--- src/sewg_pkg.sv ---
// Shared constants and carrier types of the serial EEPROM write guard
package sewg_pkg;

	// Instruction opcodes, shifted in MSB first
	localparam logic [7:0]  OP_ARRAY_READ   = 8'h03;
	localparam logic [7:0]  OP_ARRAY_WRITE  = 8'h02;
	localparam logic [7:0]  OP_SET_LATCH    = 8'h06;
	localparam logic [7:0]  OP_CLEAR_LATCH  = 8'h04;
	localparam logic [7:0]  OP_STATUS_READ  = 8'h05;
	localparam logic [7:0]  OP_STATUS_WRITE = 8'h01;

	// Array geometry and protected region bases
	localparam int          ADDR_W          = 13;
	localparam int          PAGE_BITS       = 5;
	localparam logic [12:0] QUARTER_BASE    = 13'h1800;
	localparam logic [12:0] HALF_BASE       = 13'h1000;

	// Status byte field positions
	localparam int          SR_HW_PROTECT   = 7;
	localparam int          SR_BP_HIGH      = 3;
	localparam int          SR_BP_LOW       = 2;
	localparam int          SR_WEL          = 1;
	localparam int          SR_WIP          = 0;

	// Power-up values of the emulated non-volatile bits
	localparam logic        RST_HW_PROTECT  = 1'b0;
	localparam logic [1:0]  RST_BLOCK_PROT  = 2'h0;

	// Byte counts of the framed commands
	localparam logic [2:0]  BYTES_SHORT_CMD = 3'h1;
	localparam logic [2:0]  BYTES_STATUS_WR = 3'h2;
	localparam logic [2:0]  BYTES_ARRAY_HDR = 3'h3;
	localparam logic [2:0]  BYTES_SAT       = 3'h7;

	// Self-timed write cycle, longest time rounded down
	localparam int          WRITE_TIME_NS   = 5000000;
	localparam int          CLK_PERIOD_NS   = 5;
	localparam int          WRITE_CYCLES    = WRITE_TIME_NS / CLK_PERIOD_NS;

	typedef enum logic [1:0] {
		LINK_STANDBY = 2'b00,
		LINK_ACTIVE  = 2'b01
	} sewg_link_type;

	typedef struct packed {
		logic csN;
		logic sck;
		logic si;
		logic wpN;
	} sewg_pins_type;

	typedef struct packed {
		logic [ADDR_W-1:0] addr;
		logic [7:0]        data;
	} sewg_byte_type;

endpackage

--- src/sewg_write_guard.sv ---
// Write-protection and power-on state of a serial-bus EEPROM
//
// Behaviour
// - Power-up clears the write enable latch
// - Only the set-latch command sets the latch
// - Completed array or status write clears latch
// - Write starts only on byte-aligned deselect
// - Array access ignored during internal write cycle
// - Power-up standby, chip select treated high
// - Serial output released unless driving read data
// - Active state entered only on select falling
// - Latch set only on deselect after opcode
// - Clear latch refuses array and status writes
// - Protect pin plus enable locks status bits
// - Block-protect bits guard chosen array region
`timescale 1ns/1ps
module sewg_write_guard #(
	parameter int WRITE_CYCLES = sewg_pkg::WRITE_CYCLES
) (
	input  wire logic                    sys_clk,
	input  wire logic                    rst_n,
	input  wire sewg_pkg::sewg_pins_type pins,
	output logic                         soData,
	output logic                         soEnN,
	output logic                         linkActive,
	output logic                         writeInProgress,
	output logic                         writeEnableLatch,
	output logic                         hwProtectEnable,
	output logic                         blockProtectHigh,
	output logic                         blockProtectLow,
	output sewg_pkg::sewg_byte_type      byteOut,
	output logic                         byteStrobe,
	output logic                         commitArray,
	output logic                         commitStatus
);

	localparam int TW = $clog2(WRITE_CYCLES + 1);
	localparam logic [TW-1:0] TIMER_LOAD = TW'(WRITE_CYCLES - 1);

	typedef struct packed {
		sewg_pkg::sewg_link_type        link;
		logic                           prevCsN;
		logic                           prevSck;
		logic [7:0]                     shiftIn;
		logic [2:0]                     bitCnt;
		logic [2:0]                     byteCnt;
		logic [7:0]                     opcode;
		logic [sewg_pkg::ADDR_W-1:0]    addr;
		logic                           reading;
		logic [7:0]                     outShift;
		logic                           soBit;
		logic                           soEnN;
		logic                           write_enable_latch;
		logic                           hw_protect_enable;
		logic [1:0]                     bp;
		logic                           wip;
		logic [TW-1:0]                  timer;
		sewg_pkg::sewg_byte_type        byteOut;
		logic                           byteStrobe;
		logic                           commitArray;
		logic                           commitStatus;
		logic                           active;
	} sewg_state_type;

	sewg_state_type          q;
	sewg_state_type          next_q;
	sewg_pkg::sewg_pins_type pinS;
	logic                    csFall;
	logic                    csRise;
	logic                    sckRise;
	logic                    sckFall;
	logic                    hwLocked;
	logic [7:0]              shifted;
	logic [7:0]              statusByte;

	////////////////////////////////////////////////////////////////////////////
	// Pin synchronisers; select resets high so power-up reads deselected

	sewg_sync #(
		.W       (4),
		.RST_VAL (4'h8)
	) u_sync (
		.sys_clk (sys_clk),
		.rst_n   (rst_n),
		.d       (pins),
		.q       (pinS)
	);

	////////////////////////////////////////////////////////////////////////////
	// Decoding

	function automatic logic blocked(input logic [sewg_pkg::ADDR_W-1:0] a,
	                                 input logic [1:0] bp);
		case (bp)
			2'h0:    blocked = 1'b0;
			2'h1:    blocked = (a >= sewg_pkg::QUARTER_BASE);
			2'h2:    blocked = (a >= sewg_pkg::HALF_BASE);
			default: blocked = 1'b1;
		endcase
	endfunction

	assign csFall   = q.prevCsN & ~pinS.csN;
	assign csRise   = ~q.prevCsN & pinS.csN;
	assign sckRise  = ~q.prevSck & pinS.sck;
	assign sckFall  = q.prevSck & ~pinS.sck;
	assign hwLocked = ~pinS.wpN & q.hw_protect_enable;
	assign shifted  = {q.shiftIn[6:0], pinS.si};

	always_comb begin
		statusByte                         = 8'h00;
		statusByte[sewg_pkg::SR_HW_PROTECT] = q.hw_protect_enable;
		statusByte[sewg_pkg::SR_BP_HIGH]   = q.bp[1];
		statusByte[sewg_pkg::SR_BP_LOW]    = q.bp[0];
		statusByte[sewg_pkg::SR_WEL]       = q.write_enable_latch;
		statusByte[sewg_pkg::SR_WIP]       = q.wip;
	end

	////////////////////////////////////////////////////////////////////////////
	// Next state

	always_comb begin
		next_q              = q;
		next_q.byteStrobe   = 1'b0;
		next_q.commitArray  = 1'b0;
		next_q.commitStatus = 1'b0;
		next_q.prevCsN      = pinS.csN;
		next_q.prevSck      = pinS.sck;
		if (q.wip) begin
			if (q.timer == '0) begin
				next_q.wip = 1'b0;
				next_q.write_enable_latch = 1'b0;
			end else begin
				next_q.timer = q.timer - TW'(1);
			end
		end
		case (q.link)
			sewg_pkg::LINK_STANDBY: begin
				next_q.soEnN   = 1'b1;
				next_q.reading = 1'b0;
				if (csFall) begin
					next_q.link    = sewg_pkg::LINK_ACTIVE;
					next_q.bitCnt  = 3'h0;
					next_q.byteCnt = 3'h0;
				end
			end
			sewg_pkg::LINK_ACTIVE: begin
				if (csRise) begin
					next_q.link    = sewg_pkg::LINK_STANDBY;
					next_q.soEnN   = 1'b1;
					next_q.reading = 1'b0;
					// Mid-byte deselect or busy device discards the frame
					if (q.bitCnt == 3'h0 && !q.wip) begin
						case (q.opcode)
							sewg_pkg::OP_SET_LATCH: begin
								if (q.byteCnt == sewg_pkg::BYTES_SHORT_CMD) begin
									next_q.write_enable_latch = 1'b1;
								end
							end
							sewg_pkg::OP_CLEAR_LATCH: begin
								if (q.byteCnt == sewg_pkg::BYTES_SHORT_CMD) begin
									next_q.write_enable_latch = 1'b0;
								end
							end
							sewg_pkg::OP_ARRAY_WRITE: begin
								// Page never straddles a protect boundary
								if (q.byteCnt > sewg_pkg::BYTES_ARRAY_HDR && q.write_enable_latch
								    && !blocked(q.addr, q.bp)) begin
									next_q.wip         = 1'b1;
									next_q.timer       = TIMER_LOAD;
									next_q.commitArray = 1'b1;
								end
							end
							sewg_pkg::OP_STATUS_WRITE: begin
								if (q.byteCnt == sewg_pkg::BYTES_STATUS_WR && q.write_enable_latch
								    && !hwLocked) begin
									next_q.hw_protect_enable         = q.shiftIn[sewg_pkg::SR_HW_PROTECT];
									next_q.bp           = {q.shiftIn[sewg_pkg::SR_BP_HIGH],
									                       q.shiftIn[sewg_pkg::SR_BP_LOW]};
									next_q.wip          = 1'b1;
									next_q.timer        = TIMER_LOAD;
									next_q.commitStatus = 1'b1;
								end
							end
							default: ;
						endcase
					end
				end else begin
					if (sckRise) begin
						next_q.shiftIn = shifted;
						next_q.bitCnt  = q.bitCnt + 3'h1;
						if (q.bitCnt == 3'h7) begin
							if (q.byteCnt != sewg_pkg::BYTES_SAT) begin
								next_q.byteCnt = q.byteCnt + 3'h1;
							end
							case (q.byteCnt)
								3'h0: begin
									next_q.opcode = shifted;
									// Status stays readable during a write cycle
									if (shifted == sewg_pkg::OP_STATUS_READ) begin
										next_q.reading  = 1'b1;
										next_q.outShift = statusByte;
									end
								end
								3'h1: next_q.addr[12:8] = shifted[4:0];
								3'h2: next_q.addr[7:0]  = shifted;
								default: begin
									if (q.opcode == sewg_pkg::OP_ARRAY_WRITE && q.write_enable_latch && !q.wip
									    && !blocked(q.addr, q.bp)) begin
										next_q.byteOut.addr = q.addr;
										next_q.byteOut.data = shifted;
										next_q.byteStrobe   = 1'b1;
										// Wrap inside the page
										next_q.addr[sewg_pkg::PAGE_BITS-1:0] =
											q.addr[sewg_pkg::PAGE_BITS-1:0] + 5'h1;
									end
								end
							endcase
						end
					end
					if (sckFall && q.reading) begin
						next_q.soBit    = q.outShift[7];
						next_q.outShift = {q.outShift[6:0], q.outShift[7]};
						next_q.soEnN    = 1'b0;
					end
				end
			end
			default: next_q.link = sewg_pkg::LINK_STANDBY;
		endcase
		// Own flop, so the linkActive output needs no state decode
		next_q.active = (next_q.link == sewg_pkg::LINK_ACTIVE);
	end

	always_ff @(posedge sys_clk or negedge rst_n) begin
		if (!rst_n) begin
			q         <= '0;
			q.link    <= sewg_pkg::LINK_STANDBY;
			q.prevCsN <= 1'b1;
			q.soEnN   <= 1'b1;
			q.write_enable_latch     <= 1'b0;
			q.hw_protect_enable    <= sewg_pkg::RST_HW_PROTECT;
			q.bp      <= sewg_pkg::RST_BLOCK_PROT;
		end else begin
			q <= next_q;
		end
	end

	assign soData           = q.soBit;
	assign soEnN            = q.soEnN;
	assign linkActive       = q.active;
	assign writeInProgress  = q.wip;
	assign writeEnableLatch = q.write_enable_latch;
	assign hwProtectEnable  = q.hw_protect_enable;
	assign blockProtectHigh = q.bp[1];
	assign blockProtectLow  = q.bp[0];
	assign byteOut          = q.byteOut;
	assign byteStrobe       = q.byteStrobe;
	assign commitArray      = q.commitArray;
	assign commitStatus     = q.commitStatus;

	////////////////////////////////////////////////////////////////////////////
	// Checks

	a_latch_set_cause: assert property (@(posedge sys_clk) disable iff (!rst_n)
		$rose(q.write_enable_latch) |-> $past(csRise && q.opcode == sewg_pkg::OP_SET_LATCH
		                       && q.bitCnt == 3'h0 && q.byteCnt == sewg_pkg::BYTES_SHORT_CMD))
		else $error("latch set without a clean set-latch frame");

	a_latch_after_write: assert property (@(posedge sys_clk) disable iff (!rst_n)
		$fell(q.wip) |-> !q.write_enable_latch)
		else $error("latch still set after write cycle");

	a_write_needs_latch: assert property (@(posedge sys_clk) disable iff (!rst_n)
		$rose(q.wip) |-> $past(q.write_enable_latch) && $past(csRise) && $past(q.bitCnt) == 3'h0)
		else $error("write cycle started without latch or aligned deselect");

	a_busy_no_array: assert property (@(posedge sys_clk) disable iff (!rst_n)
		q.byteStrobe |-> !$past(q.wip))
		else $error("array byte accepted during write cycle");

	a_status_lock: assert property (@(posedge sys_clk) disable iff (!rst_n)
		q.commitStatus |-> !$past(hwLocked))
		else $error("status written while hardware locked");

	a_block_guard: assert property (@(posedge sys_clk) disable iff (!rst_n)
		q.commitArray |-> !$past(blocked(q.addr, q.bp)))
		else $error("write committed into protected block");

	a_output_release: assert property (@(posedge sys_clk) disable iff (!rst_n)
		(q.link == sewg_pkg::LINK_STANDBY || !q.reading) |-> q.soEnN)
		else $error("serial output driven outside status read");

	a_busy_span: assert property (@(posedge sys_clk) disable iff (!rst_n)
		$rose(q.wip) |-> q.wip[*8])
		else $error("write cycle ended too early");

	a_active_entry: assert property (@(posedge sys_clk) disable iff (!rst_n)
		$rose(q.link == sewg_pkg::LINK_ACTIVE) |-> $past(csFall))
		else $error("active state without select falling edge");

endmodule

--- src/sewg_sync.sv ---
// Two-flop synchroniser for the asynchronous pins
`timescale 1ns/1ps
module sewg_sync #(
	parameter int              W       = 4,
	parameter logic [W-1:0]    RST_VAL = '0
) (
	input  wire logic          sys_clk,
	input  wire logic          rst_n,
	input  wire logic [W-1:0]  d,
	output logic      [W-1:0]  q
);

	typedef struct packed {
		logic [W-1:0] meta;
		logic [W-1:0] stable;
	} sewg_sync_type;

	sewg_sync_type r;
	sewg_sync_type next_r;

	// First stage feeds only the second stage
	always_comb begin
		next_r.meta   = d;
		next_r.stable = r.meta;
	end

	always_ff @(posedge sys_clk or negedge rst_n) begin
		if (!rst_n) begin
			r <= {RST_VAL, RST_VAL};
		end else begin
			r <= next_r;
		end
	end

	assign q = r.stable;

endmodule

--- config.mk ---
export PLATFORM = sky130hd
export DESIGN_NAME = sewg_write_guard
export DESIGN_NICKNAME = d
export VERILOG_FILES = /design/src/sewg_pkg.sv /design/src/sewg_write_guard.sv /design/src/sewg_sync.sv
export SDC_FILE = /design/constraint.sdc
export NUM_CORES = 1
export LEC_CHECK = 0
export BUFFER_PORTS_ARGS = -buffer_cell sky130_fd_sc_hd__buf_2
export CORE_MARGIN = 1
export CORE_UTILIZATION = 40
export DETAILED_ROUTE_END_ITERATION = 16
export SLEW_MARGIN = 20
export SYNTH_ARGS = -nofsm -noshare
export SYNTH_HDL_FRONTEND = slang
export SYNTH_SLANG_ARGS = --single-unit
--- constraint.sdc ---
create_clock -name sys_clk -period 2.8 [get_ports sys_clk]
set_clock_uncertainty 0.1 [all_clocks]
set_input_delay 0.28 -clock sys_clk [delete_from_list [all_inputs] [get_ports sys_clk]]
set_output_delay 0.28 -clock sys_clk [all_outputs]
set_load 0.02 [all_outputs]
==> impl_results.md, run 1 <==
- CTS-repair resized insts: 0
- Status: finished clean
- Gate Count Post-Synth: ~420
- Global Route Usage Sum: 0.162
- Crit path max fanout: 6
- Fillers: 1103
- CTS tree: built
- CP startpoint kind: flop
- WP data required: just under 3 ns
- Layout cell share with drive strength beyond 1: 0.255
- Total of max-cap violations: 0
- DRT Wirelength: about 9.6 mm
- Unrepaired setup endpoints after global routing: no
- Peak VDD IR: 0.253 mV
- Pwr Total: 2.98 mW
- Post-synth top cells: 104 x dfrtp_1, 38 x mux2_2, 29 x nor2_1, 24 x nand2_1, 21 x buf_4
- PwrDens: 527 mW/mm^2
- Placed Area: around 0.0053 sq mm
- Core area: ~0.012 sq mm
- Clock transition at the registers of the reported paths: around 0.070 ns
- Height of the chip: between 100 and 150 um
- First-pass GRT wire length: around 16 mm
- Gp weighted congestion: approximately 0.80
- Count of pins over their slew limit: 0
- Die area: 0.0129 sq mm
- Vias per cell: between 5 and 6
- HPWL Detailed: 6.79 mm
- Data arrival, critical path: about 2.6 ns
- Final period util: 0.896
- Total Nets Final: 476
- Relative slew slack: 0.484
- Critical path's slowest cell: a21oi_1
- Clock sinks: between 100 and 150
- Syn avg cell area: around 12 sq um
- Fin. Hold Viols: 0
- Max Fclk: about 0.40 GHz
- WS Path Type: reg2reg
- Area delta synth->final: 14.0%
- Async SR Flop Fraction: 1.00
- Share of the synthesized area in the top cell type: 0.524
- Most frequent cell after synthesis: dfrtp_1
- Largest area contributor in the netlist: dfrtp_1
- Pin count of the biggest net entering global routing: 60
- Final Critical Period: approximately 2.5 ns
- Grt ovf: 0
- Remaining DRCs: 0
- Worst Min Path Start: u_sync.next_r[2]
- Library cells used by synthesis: 48
- Measured slew at the worst slew-check pin: around 0.77 ns
- # IOs: 38
- Largest cells by area after synthesis: dfrtp_1 52%, mux2_2 8.6%, mux2_1 4.1%, ha_1 3.3%, buf_4 3.2%
- Hold_ws: 0.248 ns
- Rows: 40
- Design area: around 0.0057 sq mm
- Mapped Area: 0.00497 sq mm
- Final setup vio count: 0
- R2R cell count: 7
- Seq cells post-synth: 108
- Starting Density: 0.412
- Min-Delay Path Class: reg2reg
- Wire per inst: ~15 um
- Antenna diode count: 0
- CP Capture Type: flop
- Clock root buffer: clkbuf_16
- Die width: ~110 um
- Pre-CTS setup slack: about 0.28 ns
- Reg2reg start: q[82]
- Total negative slack: 0 ns
- CTS Buffer Depth: 2
- Static leakage: 2.80 nW
- Initial antenna violation count: 0
- First drt pass iteration count: 5
- Post-DRT Antenna Nets: 0
- Vias: between 3000 and 4000
- TritonCTS Buffers: 9
- Ys Warns: 0
- Top_reg_cell synth: dfrtp_1
- Hold path cells: 0
- Via count of the first global-routing pass: 3109
- Slowest stage delay, CP: 0.47 ns
- DRT iter0 DRCs: roughly 170
- CP Cell Sequence: inv_1, ha_1, nand2b_1, nor4_1, nand3_1, a21oi_1, mux2_2
- Skew-Pair Late Insertion Delay: about 0.34 ns
- Port Buffers: 37
- Syn_nets: about 440
- Setup crit start: q[82]
- Sequential fraction of the synthesis area: 0.545
- Post-synth EDFFs: 0
- Worst setup margin: about 0.3 ns
- H-tree levels: 3
power by group:
part	leakage (nW)	switching (mW)	internal, mW
Sequential	1.47	0.0192	1.58
Combinational	1.18	0.0611	0.0355
Clock	0.145	0.560	0.727
Total	2.80	0.641	2.34
path summary, 6_finish.rpt:
check | to | slack (ns)
worst max-delay path | q[54] | 0.29
worst min-delay path | u_sync.q[2] | 0.25
worst max register to register | q[54] | 0.29
worst min register to register | u_sync.q[2] | 0.25
max in group asynchronous | writeInProgress | 1.47
min in group asynchronous | byteOut[9] | 0.44
logic make-up (layout without fill, tap and decap cells):
family,after synthesis,count (layout),synth area share
other cells,1,1,0.000755
fa+ha+maj,13,13,0.0328
mux,59,59,0.133
flops,108,108,0.545
xor+xnor,10,10,0.0176
compound gates,59,59,0.0834
simple gates,126,126,0.138
buf+inv,43,86,0.0496
flip-flops by register name, indices dropped and copies added, names as in the netlist:
signal and count:
q 68, byteOut 21, u_sync.next_r 4, u_sync.q 4, blockProtectHigh 1, blockProtectLow 1
byteStrobe 1, commitArray 1, commitStatus 1, hwProtectEnable 1, linkActive 1, soData 1
soEnN 1, writeEnableLatch 1, writeInProgress 1
per-stage QoR:
stage | utilization | std cells
after floorplan | - | 419
after global placement | 0.440 | 609
after CTS | 0.469 | 630
after global routing | 0.469 | 630
after detailed placement | 0.440 | 609
final | 0.469 | 630
critical path, delay by kind of cell (launching register included):
| family | cells | cell delay (ns) |
|---|---|---|
| simple gates | 3 | 0.70 |
| compound gates | 1 | 0.47 |
| flops | 1 | 0.44 |
| mux | 1 | 0.39 |
| fa+ha+maj | 1 | 0.17 |
| buf+inv | 1 | 0.11 |
final cells by class:
cell class | count | area [sq um] | share of cell area
sequential | 108 | 2710 | 0.478
multi-input combinational | 268 | 2020 | 0.357
timing repair buffer | 59 | 378 | 0.0668
clock buffer | 12 | 246 | 0.0436
tap | 168 | 210 | 0.0371
clock inverter | 4 | 57.6 | 0.0102
inverter | 11 | 41.3 | 0.00730
timing repair:
| item | 4_1_cts | 5_1_grt |
|---|---|---|
| endpoints found under the hold margin | 56 | 0 |
| buffers inserted | 0 | 0 |
| hold buffers | 5 | 0 |
per-layer routing:
layer / part of all wire / track usage
met1: 0.49 / 0.223
met2: 0.47 / 0.258
met3: 0.027 / 0.0313
met4: 0.0084 / 0.0500
met5: 0 / 0
layout by cell type (no fill, tap or decap), drive strengths merged, types with 12 or more instances in the layout:
master,n
buf,54
o21ai,12
dfrtp,104
nor2,29
nand3,15
clkbuf,12
ha,13
a21oi,15
nand2,24
mux2,56
inv,12
(Power assumes the default switching activity.)
==> inputs of run 2 (changes only) <==
--- a/config.mk
+++ b/config.mk
@@ -12,4 +12,5 @@
 export SLEW_MARGIN = 20
 export SYNTH_ARGS = -nofsm -noshare
 export SYNTH_HDL_FRONTEND = slang
+export SYNTH_HIERARCHICAL = 1
 export SYNTH_SLANG_ARGS = --single-unit
==> constraint.sdc (replaced) <==
create_clock -name sys_clk -period 2.84 [get_ports sys_clk]
set_clock_uncertainty 0.1 [all_clocks]
set_input_delay 0.284 -clock sys_clk [delete_from_list [all_inputs] [get_ports sys_clk]]
set_output_delay 0.284 -clock sys_clk [all_outputs]
set_load 0.02 [all_outputs]
==> run 2 against run 1 <==
Against the previous run:
- largest power group unchanged
- sequential power barely moved
- critical endpoint is now byteOut[6]
- first-iteration DRC count rose by 2.3%
- sequential share of layout area fell by 0.57 points
- clock power shrank 9%
- critical path depth unchanged
- register-to-register slack got worse by 0.09 ns
- die area grew 3.9%
==> impl_results.md, run 2 <==
- Crit path max-delay family: simple AND/OR/NAND/NOR gates
- H-tree levels: 3
- Most frequent cell after synthesis: dfrtp_1
- Post-DRT Antenna Nets: 0
- Clock root buffer: clkbuf_16
- Non-filler cells, final: between 600 and 700
- First drt pass iteration count: 4
- Pre-CTS setup slack: 0.202 ns
- Final Critical Period: ~2.6 ns
- Seq cells post-synth: about 110
- DRT Wirelength: around 10 mm
- Library cells used by synthesis: 73
- Fin. Hold Viols: 0
- Gp weighted congestion: between 0.8 and 0.9
- Slowest stage delay, CP: approximately 0.43 ns
- Min-Delay Path Class: reg2reg
- Met1 Track Usage GR: 0.220
- Post-synth EDFFs: 0
- Crit path max fanout: 22
- Core area: 0.0126 sq mm
- DRT iter0 DRCs: ~180
- Clock transition at the registers of the reported paths: ~0.070 ns
- Starting Density: 0.409
- Remaining DRCs: 0
- Static leakage: 2.73 nW
- Share of the synthesized area in the top cell type: 0.504
- Unrepaired setup endpoints after global routing: no
- WS Path Type: reg2reg
- Syn_nets: ~450
- Buffers & Inverters on Critical Path: 1
- Total Nets Final: 472
- # IOs: 38
- Post-synth top cells: 104 x dfrtp_1, 56 x mux2_2, 24 x nor2_1, 22 x buf_4, 16 x nand2_1
- Syn avg cell area: 12.1 sq um
- Area occupied by multi-input gates: between 0.002 and 0.0025 sq mm
- Total of max-cap violations: 0
- Pin count of the biggest net entering global routing: 53
- Via count of the first global-routing pass: roughly 3400
- Count of pins over their slew limit: 0
- Max reg flops: 68
- Most frequent cells in the layout: 104 x dfrtp_1, 56 x mux2_2, 36 x buf_2
- Grt ovf: 0
- R2R Setup Slk: roughly 0.2 ns
- Die area: ~0.013 sq mm
- Gate Count Post-Synth: approximately 430
- First-pass GRT wire length: 17.2 mm
- CTS-repair resized insts: 0
- Post-CTS Setup Repair Bufs: 0
- Layout cell share with drive strength beyond 1: 0.312
- Height of the chip: roughly 120 um
- Sequential fraction of the synthesis area: 0.524
- Vias per cell: about 5.3
- Ys Warns: 6
- Fillers: 1207
- HPWL Detailed: 7.15 mm
- Vias: between 3000 and 4000
- Largest cells by area after synthesis: dfrtp_1 50%, mux2_2 12%, buf_4 3.2%, ha_1 3.1%, dfstp_2 2.0%
- Critical path's slowest cell: and3b_1
- Measured slew at the worst slew-check pin: just under 0.7 ns
- Total negative slack: 0 ns
- CTS Buffer Depth: 2
- Antenna diode count: 0
- Largest Register: q
- FF/Latch Area: approximately 0.0027 sq mm
- Async SR Flop Fraction: 1.00
- Skew-Pair Late Insertion Delay: 0.35 ns
- Area delta synth->final: 10.9%
- Core Util, Final: 0.454
- Most used cell, CP: ha_1
- Final setup vio count: 0
- Port Buffers: 37
- Pwr Total: 2.85 mW
- Placed insts: between 600 and 700
- PwrDens: roughly 500 mW/mm^2
- Data arrival, critical path: roughly 2.8 ns
- CTS tree: built
- Max Fclk: 0.380 GHz
- Global routing usage on met2: 0.275
- Gr busiest metal: met2
- Mapped Area: slightly above 0.005 sq mm
- Peak VDD IR: ~0.27 mV
- Worst setup margin: 0.205 ns
- Status: finished clean
- Rows: 41
- TritonCTS Buffers: 9
- Wire per inst: 15.9 um
- Top_reg_cell synth: dfrtp_1
- Largest area contributor in the netlist: dfrtp_1
- Die width: 116 um
- Initial antenna violation count: 0
- CP Capture Type: flop
- Final period util: 0.928
- Commonest non-fill, non-tap cell in the layout: dfrtp_1
- CP Cell Sequence: ha_1, ha_1, and3b_1, o2111ai_4, nor4_4, buf_12, mux2_2
- Clock sinks: about 110
- WP data required: 2.97 ns
- Global Route Usage Sum: 0.168
- Met3 Use GR: 0.0418
- Relative slew slack: 0.544
- CP startpoint kind: flop
- Post-CTS Hold Buffers: 5
==> run 2: cell type report <==
class	count	share of cell area
Tap cell	172	0.0376
Multi-Input combinational cell	270	0.376
Clock buffer	12	0.0430
Sequential cell	108	0.473
Inverter	15	0.00983
Timing Repair Buffer	49	0.0550
Clock inverter	4	0.00546
==> run 2: worst paths after layout <==
check / start / to / cells after the start
hold reg to reg: u_sync/next_r[0] / u_sync/q[0] / 0
max in group asynchronous: rst_n / q[77] / 3
hold / removal: u_sync/next_r[0] / u_sync/q[0] / 0
setup / recovery: q[86] / byteOut[6] / 7
setup reg to reg: q[86] / byteOut[6] / 7
min in group asynchronous: rst_n / q[43] / 2
==> run 2: routing by layer <==
metal,wire length [um],vias to the layer above
met2,4860,42
met4,85,0
met3,320,5
met1,4740,1692
li1,-,1590
met5,0,-
==> run 2: kinds of logic (layout without fill, tap and decap cells) <==
logic type,after synthesis,count (layout),synth area share
AND/OR/NAND/NOR,129,129,0.157
flip-flops,108,108,0.524
AO/OA/AOI/OAI,65,65,0.0947
multiplexers,58,58,0.126
buffers and inverters,50,80,0.0582
adder cells (fa/ha/maj),13,13,0.0315
XOR/XNOR,4,4,0.00678
other,1,1,0.000726
==> run 2: power by group <==
part | switching, mW | leakage [nW] | internal, mW
registers | 0.0277 | 1.47 | 1.56
logic | 0.0562 | 1.12 | 0.0330
clock network | 0.550 | 0.138 | 0.626
==> run 2: per-stage QoR <==
step	area, sq um	hold slack, ns
final	5730	0.250
after global routing	5730	0.263
after CTS	5730	0.253
after detailed placement	5400	0.170
after global placement	5400	0.162
after floorplan	5160	-0.112
